## config.mk

```make
export PLATFORM = sky130hd
export DESIGN_NAME = pmx_pad_mux
export DESIGN_NICKNAME = d
export VERILOG_FILES = /design/src/logic/pmx_pad_sync.v /design/src/logic/pmx_pad_mux.v
export VERILOG_INCLUDE_DIRS = /design/src /design/src/logic
export SDC_FILE = /design/constraint.sdc
export NUM_CORES = 1
export LEC_CHECK = 0
export ABC_AREA = 1
export BUFFER_PORTS_ARGS = -buffer_cell sky130_fd_sc_hd__buf_2
export CAP_MARGIN = 5
export CORE_MARGIN = 2
export CORE_UTILIZATION = 50
export DETAILED_ROUTE_END_ITERATION = 12
export PLACE_DENSITY = 0.77
export SLEW_MARGIN = 5
export SYNTH_ARGS = -nofsm -noshare
export SYNTH_HDL_FRONTEND = slang
export SYNTH_HIERARCHICAL = 1
export SYNTH_SLANG_ARGS = --single-unit
```

## constraint.sdc

```tcl
create_clock -name i_sys_clk -period 1.9 [get_ports i_sys_clk]
set_input_delay 0.38 -clock i_sys_clk [delete_from_list [all_inputs] [get_ports i_sys_clk]]
set_output_delay 0.38 -clock i_sys_clk [all_outputs]
set_load 0.05 [all_outputs]
```

## src/logic/pmx_defines.vh

```
// constants for the processor pad multiplexer
`ifndef PMX_DEFINES_VH
`define PMX_DEFINES_VH

// pad and peripheral counts
`define PMX_NPAD       16
`define PMX_NPER       4
`define PMX_PSIG       2
`define PMX_NPSIG      8
`define PMX_IDX_W      3

// pad set placement: set 0 starts at 2*p, set 1 starts at 2*p+2 (wraps)
`define PMX_SET0_STEP  2
`define PMX_SET1_OFS   2

// pad owner codes
`define PMX_OWN_NONE   2'h0
`define PMX_OWN_PER    2'h1
`define PMX_OWN_GPIO   2'h2
`define PMX_OWN_LOAN   2'h3

// claim counter
`define PMX_CNT_ONE    2'h1
`define PMX_CNT_MANY   2'h2

// synchroniser depth
`define PMX_SYNC_W     3

`endif

```

## src/logic/pmx_pad_sync.v

```verilog
// three-stage pad input synchroniser with agreement filter
`timescale 1ns/100ps
module pmx_pad_sync #(
   parameter W = 16
) (
   // clock and reset
   input  wire         i_sys_clk,
   input  wire         i_reset_n,
   // raw and filtered levels
   input  wire [W-1:0] i_raw,
   output reg  [W-1:0] o_level
);

   reg [W-1:0] s1_reg;
   reg [W-1:0] s2_reg;
   reg [W-1:0] s3_reg;

   genvar b;
   generate
      for (b = 0; b < W; b = b + 1) begin : g_bit
         // level moves only once stages two and three agree
         always @(posedge i_sys_clk or negedge i_reset_n) begin
            if (!i_reset_n) begin
               s1_reg[b]  <= 1'b0;
               s2_reg[b]  <= 1'b0;
               s3_reg[b]  <= 1'b0;
               o_level[b] <= 1'b0;
            end else begin
               s1_reg[b] <= i_raw[b];
               s2_reg[b] <= s1_reg[b];
               s3_reg[b] <= s2_reg[b];
               if (s2_reg[b] == s3_reg[b]) begin
                  o_level[b] <= s3_reg[b];
               end
            end
         end
      end
   endgenerate

endmodule // pmx_pad_sync

```

## src/logic/pmx_pad_mux.v

```verilog
// processor pad multiplexer with fabric-borrowed pads
`timescale 1ns/100ps
`include "pmx_defines.vh"
module pmx_pad_mux (
   // clock and reset
   input  wire                   i_sys_clk,
   input  wire                   i_reset_n,
   // boot-time configuration, captured on load
   input  wire                   i_cfg_load,
   input  wire [`PMX_NPER-1:0]   i_cfg_per_enable,
   input  wire [`PMX_NPER-1:0]   i_cfg_per_set,
   input  wire [`PMX_NPER-1:0]   i_cfg_per_to_fabric,
   input  wire [`PMX_NPAD-1:0]   i_cfg_gpio_pads,
   input  wire [`PMX_NPAD-1:0]   i_cfg_loan_pads,
   input  wire                   i_cfg_loan_permit,
   // peripheral side, two signals per instance
   input  wire [`PMX_NPSIG-1:0]  i_per_out,
   input  wire [`PMX_NPSIG-1:0]  i_per_oe,
   output reg  [`PMX_NPSIG-1:0]  o_per_in,
   // general-purpose I/O side
   input  wire [`PMX_NPAD-1:0]   i_gpio_out,
   input  wire [`PMX_NPAD-1:0]   i_gpio_oe,
   output reg  [`PMX_NPAD-1:0]   o_gpio_in,
   // fabric-borrowed pads
   input  wire [`PMX_NPAD-1:0]   i_borrowed_pad_drive_value,
   input  wire [`PMX_NPAD-1:0]   i_borrowed_pad_drive_enable,
   output wire [`PMX_NPAD-1:0]   o_borrowed_pad_sample_to_fabric,
   // peripherals routed into fabric
   output reg  [`PMX_NPSIG-1:0]  o_fab_per_out,
   output reg  [`PMX_NPSIG-1:0]  o_fab_per_oe,
   input  wire [`PMX_NPSIG-1:0]  i_fab_per_in,
   // pads
   input  wire [`PMX_NPAD-1:0]   i_pad_in,
   output wire [`PMX_NPAD-1:0]   o_pad_out,
   output wire [`PMX_NPAD-1:0]   o_pad_oe_n,
   // status
   output wire [`PMX_NPAD-1:0]   o_conflict,
   output reg                    o_conflict_any,
   output reg                    o_cfg_valid
);

   // captured configuration
   reg [`PMX_NPER-1:0]  per_en_reg;
   reg [`PMX_NPER-1:0]  per_set_reg;
   reg [`PMX_NPER-1:0]  per_fab_reg;
   reg [`PMX_NPAD-1:0]  gpio_en_reg;
   reg [`PMX_NPAD-1:0]  loan_en_reg;
   reg                  permit_reg;
   wire [`PMX_NPAD-1:0] pad_sync;
   wire [`PMX_NPAD-1:0] conflict_next;

   // pad number of peripheral p, signal s
   function integer pad_of;
      input integer p;
      input integer s;
      input         set;
      integer       base;
      begin
         base = p * `PMX_SET0_STEP;
         if (set) begin
            base = base + `PMX_SET1_OFS;
         end
         pad_of = (base + s) % `PMX_NPAD;
      end
   endfunction

   always @(posedge i_sys_clk or negedge i_reset_n) begin
      if (!i_reset_n) begin
         per_en_reg  <= {`PMX_NPER{1'b0}};
         per_set_reg <= {`PMX_NPER{1'b0}};
         per_fab_reg <= {`PMX_NPER{1'b0}};
         gpio_en_reg <= {`PMX_NPAD{1'b0}};
         loan_en_reg <= {`PMX_NPAD{1'b0}};
         permit_reg  <= 1'b0;
         o_cfg_valid <= 1'b0;
      end else if (i_cfg_load) begin
         per_en_reg  <= i_cfg_per_enable;
         per_set_reg <= i_cfg_per_set;
         per_fab_reg <= i_cfg_per_to_fabric;
         gpio_en_reg <= i_cfg_gpio_pads;
         loan_en_reg <= i_cfg_loan_pads;
         permit_reg  <= i_cfg_loan_permit;
         o_cfg_valid <= 1'b1;
      end
   end

   // pad levels toward clocked peripherals and gpio
   pmx_pad_sync #(
      .W (`PMX_NPAD)
   ) u_sync (
      .i_sys_clk (i_sys_clk),
      .i_reset_n (i_reset_n),
      .i_raw     (i_pad_in),
      .o_level   (pad_sync)
   );

   // loaned pad sample follows the pad with no register
   assign o_borrowed_pad_sample_to_fabric = i_pad_in;

   genvar k;
   generate
      for (k = 0; k < `PMX_NPAD; k = k + 1) begin : g_pad
         reg [1:0]              cnt;
         reg [`PMX_IDX_W-1:0]   idx;
         reg [1:0]              own_next;
         reg                    conf_next;
         reg [1:0]              own_reg;
         reg [`PMX_IDX_W-1:0]   idx_reg;
         reg                    conf_reg;
         reg                    out_c;
         reg                    oe_n_c;
         integer                p;
         integer                s;
         integer                t;

         // count peripheral claims on this pad
         always @* begin
            cnt       = `PMX_OWN_NONE;
            idx       = {`PMX_IDX_W{1'b0}};
            own_next  = `PMX_OWN_NONE;
            conf_next = 1'b0;
            t         = 0;
            for (p = 0; p < `PMX_NPER; p = p + 1) begin
               for (s = 0; s < `PMX_PSIG; s = s + 1) begin
                  if (per_en_reg[p] && !per_fab_reg[p] &&
                      pad_of(p, s, per_set_reg[p]) == k) begin
                     if (cnt != `PMX_CNT_MANY) begin
                        cnt = cnt + `PMX_CNT_ONE;
                     end
                     t   = p * `PMX_PSIG + s;
                     idx = t[`PMX_IDX_W-1:0];
                  end
               end
            end
            // more than one owner is a conflict, never driven
            if (cnt == `PMX_CNT_MANY ||
                (cnt == `PMX_CNT_ONE && (gpio_en_reg[k] || loan_en_reg[k])) ||
                (gpio_en_reg[k] && loan_en_reg[k])) begin
               conf_next = 1'b1;
            end else if (cnt == `PMX_CNT_ONE) begin
               own_next = `PMX_OWN_PER;
            end else if (gpio_en_reg[k]) begin
               own_next = `PMX_OWN_GPIO;
            end else if (loan_en_reg[k] && permit_reg) begin
               own_next = `PMX_OWN_LOAN;
            end
         end

         always @(posedge i_sys_clk or negedge i_reset_n) begin
            if (!i_reset_n) begin
               own_reg  <= `PMX_OWN_NONE;
               idx_reg  <= {`PMX_IDX_W{1'b0}};
               conf_reg <= 1'b0;
            end else begin
               own_reg  <= own_next;
               idx_reg  <= idx;
               conf_reg <= conf_next;
            end
         end

         // pad drive; loaned pad uses element k of the fabric arrays
         always @* begin
            case (own_reg)
               `PMX_OWN_PER: begin
                  out_c  = i_per_out[idx_reg];
                  oe_n_c = ~i_per_oe[idx_reg];
               end
               `PMX_OWN_GPIO: begin
                  out_c  = i_gpio_out[k];
                  oe_n_c = ~i_gpio_oe[k];
               end
               `PMX_OWN_LOAN: begin
                  out_c  = i_borrowed_pad_drive_value[k];
                  oe_n_c = ~i_borrowed_pad_drive_enable[k];
               end
               default: begin
                  out_c  = 1'b0;
                  oe_n_c = 1'b1;
               end
            endcase
         end

         assign o_pad_out[k]     = out_c;
         assign o_pad_oe_n[k]    = oe_n_c;
         assign o_conflict[k]    = conf_reg;
         assign conflict_next[k] = conf_next;
      end
   endgenerate

   // gpio input, passed on every gpio-enabled pad, conflicting ones included
   integer g;
   reg [`PMX_NPAD-1:0] gpio_in_next;
   always @* begin
      gpio_in_next = {`PMX_NPAD{1'b0}};
      for (g = 0; g < `PMX_NPAD; g = g + 1) begin
         if (gpio_en_reg[g]) begin
            gpio_in_next[g] = pad_sync[g];
         end
      end
   end

   // peripheral inputs from pad set or fabric
   integer q;
   integer r;
   integer j;
   reg [`PMX_NPSIG-1:0] per_in_next;
   reg [`PMX_NPSIG-1:0] fab_out_next;
   reg [`PMX_NPSIG-1:0] fab_oe_next;
   always @* begin
      per_in_next  = {`PMX_NPSIG{1'b0}};
      fab_out_next = {`PMX_NPSIG{1'b0}};
      fab_oe_next  = {`PMX_NPSIG{1'b0}};
      j            = 0;
      for (q = 0; q < `PMX_NPER; q = q + 1) begin
         for (r = 0; r < `PMX_PSIG; r = r + 1) begin
            j = q * `PMX_PSIG + r;
            if (per_en_reg[q] && per_fab_reg[q]) begin
               per_in_next[j]  = i_fab_per_in[j];
               fab_out_next[j] = i_per_out[j];
               fab_oe_next[j]  = i_per_oe[j];
            end else if (per_en_reg[q]) begin
               per_in_next[j] = pad_sync[pad_of(q, r, per_set_reg[q])];
            end
         end
      end
   end

   always @(posedge i_sys_clk or negedge i_reset_n) begin
      if (!i_reset_n) begin
         o_per_in       <= {`PMX_NPSIG{1'b0}};
         o_gpio_in      <= {`PMX_NPAD{1'b0}};
         o_fab_per_out  <= {`PMX_NPSIG{1'b0}};
         o_fab_per_oe   <= {`PMX_NPSIG{1'b0}};
         o_conflict_any <= 1'b0;
      end else begin
         o_per_in       <= per_in_next;
         o_gpio_in      <= gpio_in_next;
         o_fab_per_out  <= fab_out_next;
         o_fab_per_oe   <= fab_oe_next;
         o_conflict_any <= |conflict_next;
      end
   end

endmodule // pmx_pad_mux

```

# ---- Word level (Yosys, flattened, before mapping)
# Cells that the tools add are included.
dict set report word_totals {
  reg_bits 247
  inputBits 152
  out_inout_bits 106
  wordCells 1533
}
dict set report op_classes {
  addsub 120
  order_cmp 24
  eq_ne 328
  n_mux 612
  n_bitwise 64
  reduce_logical 261
}
# cell count
set ops {}
lappend ops {{two-way mux 2 bit} 291}
lappend ops {{== test 5 bit, second input constant} 64}
lappend ops {{two-way mux 3 bit} 96}
lappend ops {{adder 32 x 2 -> 32 bit, second input constant} 8}
lappend ops {{logical NOT 32 bit} 8}
lappend ops {{two-way mux 32 bit} 8}
lappend ops {{adder 2 x 1 -> 2 bit, second input constant} 112}
lappend ops {{inequality test 2 bit, second input constant} 112}
lappend ops {{logical AND 1 bit} 184}
lappend ops {{== test 5 x 4 -> 1 bit, second input constant} 32}
lappend ops {{two-way mux 1 bit} 144}
lappend ops {{binary-select mux 1 bit (select 3 bit)} 32}
lappend ops {{== test 2 bit, second input constant} 48}
lappend ops {{one-hot mux 1 bit (3 select lines)} 32}
lappend ops {{== test 5 x 3 -> 1 bit, second input constant} 16}
lappend ops {{== test 2 x 1 -> 1 bit, second input constant} 32}
lappend ops {{< comparator 3 x 4 -> 1 bit, second input constant} 16}
lappend ops {{OR reduction 4 bit} 16}
lappend ops {{logical OR 1 bit} 48}
lappend ops {{< comparator 5 x 6 -> 1 bit, second input constant} 8}
lappend ops {{inverter 1 bit} 48}
lappend ops {{== test 5 x 2 -> 1 bit, second input constant} 8}
lappend ops {{binary-select mux 1 bit (select 4 bit)} 8}
lappend ops {{== test 1 bit} 16}
lappend ops {{5 further kinds} 22}

# ---- Logic depth before layout (Yosys ltp)
# Gate-level depths: netlist (run 1).
dict set report logic_depth {
  ltp_word 33
  ltp_mapped 10
  mapped_depth_nobuf 10
}

# ---- Hierarchy
# Netlist (run 1), hierarchy kept.
# module n_inst cells_each area_per_inst_um2 seq_area_each_um2
set modules_own_cells {}
lappend modules_own_cells {pmx_pad_mux 1 866 7030.5 3603.5}
lappend modules_own_cells {pmx_pad_sync 1 128 1861.8 1601.5}

# ---- Worst setup path after synthesis (run 1)
# Ideal clock, no wire load.
dict set report synth_timing {
  kind {reg-to-reg}
  start {register per_fab_reg[2]}
  end {register o_conflict_any}
  setup_ps 126
  arrival_ps 1552
  required_time_ps 1774
  slack_ps 222
  stages_incl_launch_ff 10
  period_less_slack_ps 1678
  cell_sequence {dfrtp_1 -> nor3_2 -> inv_1 -> ha_1 -> inv_1 -> nand2_1 -> a21oi_1 -> nand2_1 -> nor2_1 -> nand3_1}
}
dict set report synth_between {
  elab_chain_cells 19
  word_cells_on_any_way 339
}
# element line
set synth_lines {}
lappend synth_lines {{start: declaration} pmx_pad_mux.v:45} ;# reg [`PMX_NPER-1:0] per_fab_reg;
lappend synth_lines {{start signal: assignment} pmx_pad_mux.v:71} ;# per_fab_reg <= {`PMX_NPER{1'b0}};
lappend synth_lines {{start signal: assignment} pmx_pad_mux.v:79} ;# per_fab_reg <= i_cfg_per_to_fabric;
lappend synth_lines {{logical NOT 1 bit (*)} pmx_pad_mux.v:125} ;# if (per_en_reg[p] && !per_fab_reg[p] &&
lappend synth_lines {{logical AND 1 bit (*)} pmx_pad_mux.v:125}
lappend synth_lines {{logical AND 1 bit} pmx_pad_mux.v:125}
lappend synth_lines {{two-way mux 2 bit} pmx_pad_mux.v:125}
lappend synth_lines {{adder 2 x 1 -> 2 bit (no line) or inequality test 2 bit (tied branches)} -}
lappend synth_lines {{two-way mux 2 bit} pmx_pad_mux.v:127} ;# if (cnt != `PMX_CNT_MANY) begin
lappend synth_lines {{two-way mux 2 bit} pmx_pad_mux.v:125}
lappend synth_lines {{adder 2 x 1 -> 2 bit (no line) or inequality test 2 bit (tied branches)} -}
lappend synth_lines {{[2 not listed]} -}
lappend synth_lines {{adder 2 x 1 -> 2 bit (no line) or inequality test 2 bit (tied branches)} -}
lappend synth_lines {{two-way mux 2 bit} pmx_pad_mux.v:127}
lappend synth_lines {{two-way mux 2 bit} pmx_pad_mux.v:125}
lappend synth_lines {{== test 2 x 1 -> 1 bit (no line)} -}
lappend synth_lines {{logical AND 1 bit} pmx_pad_mux.v:137} ;# (cnt == `PMX_CNT_ONE && (gpio_en_reg[k] || loan_en_reg[k])) ||
lappend synth_lines {{logical OR 1 bit (2 in series)} pmx_pad_mux.v:136} ;# if (cnt == `PMX_CNT_MANY ||
lappend synth_lines {{two-way mux 1 bit} pmx_pad_mux.v:136}
lappend synth_lines {{OR reduction 16 bit (*)} pmx_pad_mux.v:240} ;# o_conflict_any <= |conflict_next;
lappend synth_lines {{end signal: assignment} pmx_pad_mux.v:240}
lappend synth_lines {{end: declaration} pmx_pad_mux.v:38} ;# output reg o_conflict_any,
# Mark *: on every way between the ends. The rest lies on a longest branch, timed or not.
# A chain may end at the register's enable or synchronous reset.

==> impl_metrics.yaml, run 1 <==
run_status:
  status: "complete, but fails checks"
  failed_checks: "setup timing"
power_and_ir_drop:
  internal_power_mw: 8.26
  powerDensity_mw_per_mm2: 1070
  p_leak_nw: 6.20
  power_frac_seq: 0.426
  vdd_ir_drop_max_uv: 675
  p_sw_frac: 0.312
  finalPower_mw: 12.0
  p_clk_frac: 0.359
  switchingPower_mw: 3.74
  p_comb_frac: 0.215
setup_path:
  start_kind: "register"
  critPathCaptureType: "output port"
  crit_required_ps: 1520
  path_class: "reg2out"
  path_max_fanout: 6
  crit_arrival_ps: 1670
logic_synthesis:
  synth-seq-area-share: 0.585
  syn-num-nets: 1153
  ys_ff_latch: 208
  yosysTopAreaCellShare: 0.585
  ys_warn_count: 6
  synth_edf_count: 0
  synth_cells: 994
  ys_types: 27
  synthTopCellsByCount: "nand2_1 (239), dfrtp_1 (208), inv_1 (153), nor2_1 (73), o21ai_0 (71)"
  synth.most_common_cell: "nand2_1"
  avgSynthCellArea_um2: 8.95
  syn_area_mm2: 0.00889
  yosysTopAreaCell: "dfrtp_1"
  synth.area.top_cells: "dfrtp_1 (59%), nand2_1 (10%), inv_1 (6.5%)"
  synth_top_flop_cell: "dfrtp_1"
  synth-async-reset-ratio: 1.00
place:
  dp_slack_ps: 110
  hpwlAfterDp_um: 16500
  io_buffers: 257
  dp_cells: 1411
  place_area_mm2: 0.0101
  routabilityCongestion: 0.920
drt:
  drt-wirelength-per-cell_um: 15.1
  drt_iter0_markers: 468
  postRouteAntennaNets: 0
  vias: 7291
  drc: 0
  routed_via_density: 4.95
  wl_um: 22300
  drt_pass1_iterations: 5
finish:
  layout-drive-gt1-share: 0.286
  largest_register_ffs: 32
  final_nets: 1386
  seqCellArea_mm2: 0.00521
  num-fill-cells: 1422
  area_growth_pct: 26.2
  stdcell_count: 1472
  multiInputGateArea_mm2: 0.00261
  final_area_mm2: 0.0112
hold_path:
  holdCritPathClass: "in2reg"
timing:
  period_share: 1.08
  rsz0062_at_grt: "true"
  tightest_slew_ps: 465
  hold_violations: 0
  setup_ws_ps: -149
  fmax_mhz: 488
  fin_skew_ps: 10.3
  report.final.slew_viol_count: 0
  report.final.setup_viol: 10
  period_minus_slack_ps: 2050
  maxSlewHeadroom: 0.690
floorplanning:
  initial_core_util: 0.512
  core_mm2: 0.0174
  die_area_mm2: 0.0189
  rows: 48
  die_h_um: 137
  num_io_pins: 258
  die_x_um: 137
clock_network:
  htree_levels: 1
  clock_sinks: 208
  path_clk_slew_ps: 60
  numCtsBuffers: 22
  cts.path.max_buffers: 3
  cts_tree: "yes"
  clk_latency_ps: 500
  cts-root-buf: "clkbuf_16"
global_route:
  grt_pass1_vias: 7039
  grt_overflow: 0
  antenna_found_initial: 6
  grt_max_degree: 62
  grt_pass1_wl_um: 34200
  track_usage: 0.234
run:
  max_cap_viol_count: 0
## placed cells by master (no fill, tap or decap), types with 12 or more instances in the layout
| cell | Yosys | layout |
|---|---|---|
| nand3_1 | 63 | 59 |
| buf_6 | 2 | 19 |
| dfrtp_1 | 208 | 203 |
| buf_4 | 66 | 24 |
| buf_2 | 10 | 227 |
| nand2_1 | 239 | 235 |
| nor2_1 | 73 | 71 |
| o21ai_1 | 2 | 12 |
| o21ai_0 | 71 | 56 |
| clkbuf_16 | 0 | 23 |
| a21oi_1 | 54 | 49 |
| inv_1 | 153 | 145 |
## repair_timing
| action | 4_1_cts | 5_1_grt |
|---|---|---|
| hold endpoints to repair | 52 | 1 |
| cloned | 1 | 0 |
| setup endpoints to repair | 22 | 31 |
| setup buffers | 2 | 3 |
| resized for setup | 48 | 66 |
| hold buffers | 10 | 1 |
| pin swaps | 5 | 8 |
## area by class of cell
class,instances,area share
diodes,4,0.000892
clock buffers,32,0.0579
well taps,225,0.0251
repair buffers,290,0.159
multi-input cells,549,0.232
inverters,156,0.0522
clock inverters,8,0.00803
flip-flops and latches,208,0.464
## logic make-up (layout without fill, tap and decap cells)
family,after synthesis,in the layout,synth area share
simple gates,388,388,0.178
buf+inv,237,486,0.131
flops,208,208,0.585
compound gates,154,154,0.0954
fa+ha+maj,7,7,0.00985
other cells,0,4,0
## final timing paths
kind                                          start                   to  slack, ps  depth (start not counted)
worst max-delay path            g_pad[5].idx_reg[1]         o_pad_out[4]       -150                          7
worst min-delay path                    i_pad_in[6]     u_sync/s1_reg[6]         10                          1
worst max register to register        per_en_reg[3]       o_conflict_any        170                         10
worst min register to register     u_sync/s1_reg[9]     u_sync/s2_reg[9]        350                          0
max in group asynchronous                 i_reset_n  g_pad[5].idx_reg[0]        890                          3
min in group asynchronous                 i_reset_n     u_sync/s1_reg[9]        390                          2
## worst max-delay path: stages (launching register included)
cell	delay, ps
dfrtp_1	420
buf_6	150
nand2_2	60
o211ai_2	80
nand2_1	80
nand2_1	60
a21oi_2	160
buf_6	170
## power by group through the flow
stage / combinational [mW] / sequential, mW / clock [mW]
3_5_place_dp: 2.35 / 5.17 / 0
4_1_cts: 2.48 / 5.10 / 4.37
3_3_place_gp: 2.31 / 5.16 / 0
5_1_grt: 2.80 / 5.16 / 4.57
6_report: 2.58 / 5.11 / 4.31
2_1_floorplan: 1.65 / 5.32 / 0
## per-stage QoR
step	hold WS [ps]	utilization	TNS [ps]
detailed placement	316	0.580	0
floorplan	84.4	-	0
global route	2.90	0.646	-2060
global placement	315	0.580	0
CTS	1.26	0.636	-882
finish	11.4	0.647	-899
## routing by layer
layer | vias up | global-route usage | wire length [um]
met1 | 3417 | 0.293 | 9010
met4 | 4 | 0.0647 | 509
li1 | 3539 | - | -
met3 | 44 | 0.0511 | 1630
met5 | - | 0 | 33
met2 | 287 | 0.409 | 11100
Power figures use the tool's default switching activity.
==> run 2: changes to the inputs <==
--- a/config.mk
+++ b/config.mk
@@ -13,6 +13,7 @@
 export CORE_UTILIZATION = 50
 export DETAILED_ROUTE_END_ITERATION = 12
 export PLACE_DENSITY = 0.77
+export SETUP_SLACK_MARGIN = 0.3
 export SLEW_MARGIN = 5
 export SYNTH_ARGS = -nofsm -noshare
 export SYNTH_HDL_FRONTEND = slang
==> run 2 against run 1 <==
The flow still finishes with violations (setup timing). Clock skew decreased by 4.3 ps. Sequential power rose by 0.8%. Sequential share of layout area down 2.7 points. Critical endpoint is now o_pad_out[6].
==> impl_metrics.yaml, run 2 (synthesis results as in run 1) <==
setup_path:
  critical_path_buf_inv_count: 3
  path_class: "reg2out"
  crit_path_frequent_cell: "buf_6"
  crit_family: "flip-flops"
  path_max_fanout: 6
  slowest_stage: "dfrtp_2"
  crit_required_ps: 1520
  crit_arrival_ps: 1770
  crit_chain: "buf_6, buf_6, o21ai_2, nand2_1, nand2_1, o21ai_2, buf_6"
  start_kind: "register"
  critPathCaptureType: "output port"
  max_stage_delay_ps: 470
place:
  dp_slack_ps: 102
  routabilityCongestion: 0.943
  io_buffers: 257
  hpwlAfterDp_um: 16600
  place_area_mm2: 0.0101
power_and_ir_drop:
  p_clk_frac: 0.347
  vdd_ir_drop_max_uv: 653
  internal_power_mw: 8.39
  finalPower_mw: 12.3
  p_sw_frac: 0.319
  power_frac_seq: 0.418
  p_comb_frac: 0.234
  powerDensity_mw_per_mm2: 1030
  p_leak_nw: 6.42
  switchingPower_mw: 3.92
global_route:
  grt_overflow: 0
  grt_pass1_vias: 7458
  grt_max_degree: 61
  antenna_found_initial: 8
  track_usage: 0.246
  grt_pass1_wl_um: 35800
finish:
  layout-drive-gt1-share: 0.382
  final_cell_mix: "buf_2 (224), nand2_1 (216), dfrtp_1 (193), inv_1 (122), nor2_1 (67)"
  seqCellArea_mm2: 0.00522
  final_area_mm2: 0.0119
  largest_register_ffs: 32
  num-fill-cells: 1272
  final_nets: 1411
  final_common_cell: "buf_2"
  multiInputGateArea_mm2: 0.00297
  area_growth_pct: 34.2
clock_network:
  cts_tree: "yes"
  cts-root-buf: "clkbuf_16"
  clk_latency_ps: 490
  htree_levels: 1
  clock_sinks: 208
  numCtsBuffers: 22
  cts.path.max_buffers: 3
  path_clk_slew_ps: 60
floorplanning:
  die_x_um: 137
  initial_core_util: 0.512
  core_mm2: 0.0174
  rows: 48
  die_area_mm2: 0.0189
  num_io_pins: 258
  die_h_um: 137
timing:
  setup_ws_ps: -252
  maxSlewHeadroom: 0.649
  period_minus_slack_ps: 2150
  report.final.slew_viol_count: 0
  rsz0062_at_grt: "true"
  hold_violations: 0
  fin_skew_ps: 6.09
  tightest_slew_ps: 526
  fmax_mhz: 465
  report.final.setup_viol: 9
  period_share: 1.13
drt:
  wl_um: 23700
  drt_iter0_markers: 358
  postRouteAntennaNets: 0
  drt-wirelength-per-cell_um: 15.8
  vias: 7555
  drt_pass1_iterations: 5
  drc: 0
  routed_via_density: 5.03
hold_path:
  holdCritPathClass: "in2reg"
run:
  max_cap_viol_count: 0
run_status:
  failed_checks: "setup timing"
  status: "complete, but fails checks"
==> run 2: changes by cell type in the layout (fill, tap and decap cells not counted), moves of 17 or more <==
cell,change
nand2_1,-19
nand3_1,-23
nand3_2,+21
buf_6,+17
inv_1,-23
inv_2,+20
nand2_2,+17
==> run 2: layer usage <==
layer / vias to the layer above / share of wire / GRT usage
li1: 3586 / - / -
met1: 3527 / 0.38 / 0.296
met2: 354 / 0.49 / 0.425
met3: 84 / 0.082 / 0.0526
met4: 4 / 0.044 / 0.112
met5: - / 0.00089 / 0
==> run 2: power by group through the flow <==
stage	combinational (mW)	clock [mW]	sequential (mW)
3_3_place_gp	2.31	0	5.16
6_report	2.89	4.28	5.15
4_1_cts	2.70	4.37	5.12
3_5_place_dp	2.34	0	5.18
5_1_grt	3.10	4.55	5.19
2_1_floorplan	1.65	0	5.32
==> run 2: metrics by stage <==
step	hold slack [ps]	cells	utilization	setup TNS [ps]
3_5_place_dp	335	1409	0.580	0
6_report	32.2	1501	0.687	-1290
5_1_grt	15.5	1495	0.687	-2180
2_1_floorplan	84.4	994	-	0
3_3_place_gp	331	1409	0.580	0
4_1_cts	1.28	1481	0.663	-1140
==> run 2: repair_timing <==
| action | CTS | global route |
|---|---|---|
| gates resized for setup | 159 | 101 |
| hold buffers | 13 | 2 |
| pin swaps | 25 | 35 |
| endpoints found under the setup margin | 42 | 42 |
| setup buffers | 20 | 9 |
| endpoints found under the hold margin | 65 | 2 |
==> run 2: layout make-up <==
| class | instances | share of cell area |
|---|---|---|
| flip-flops and latches | 208 | 0.438 |
| multi-input cells | 549 | 0.249 |
| repair buffers | 315 | 0.177 |
| clock buffers | 34 | 0.0567 |
| inverters | 156 | 0.0497 |
| well taps | 225 | 0.0236 |
| clock inverters | 5 | 0.00472 |
| diodes | 9 | 0.00189 |
==> run 2: path summary, 6_finish.rpt <==
| path | from | end | slack (ps) | cells after the start |
|---|---|---|---|---|
| setup / recovery | g_pad[7].idx_reg[1] | o_pad_out[6] | -250 | 7 |
| hold / removal | i_pad_in[4] | u_sync/s1_reg[4] | 30 | 1 |
| setup reg to reg | per_en_reg[2] | o_conflict_any | 290 | 10 |
| hold reg to reg | u_sync/s1_reg[5] | u_sync/s2_reg[5] | 350 | 0 |
| max in group asynchronous | i_reset_n | o_fab_per_oe[2] | 850 | 3 |
| min in group asynchronous | i_reset_n | g_pad[1].own_reg[0] | 430 | 2 |
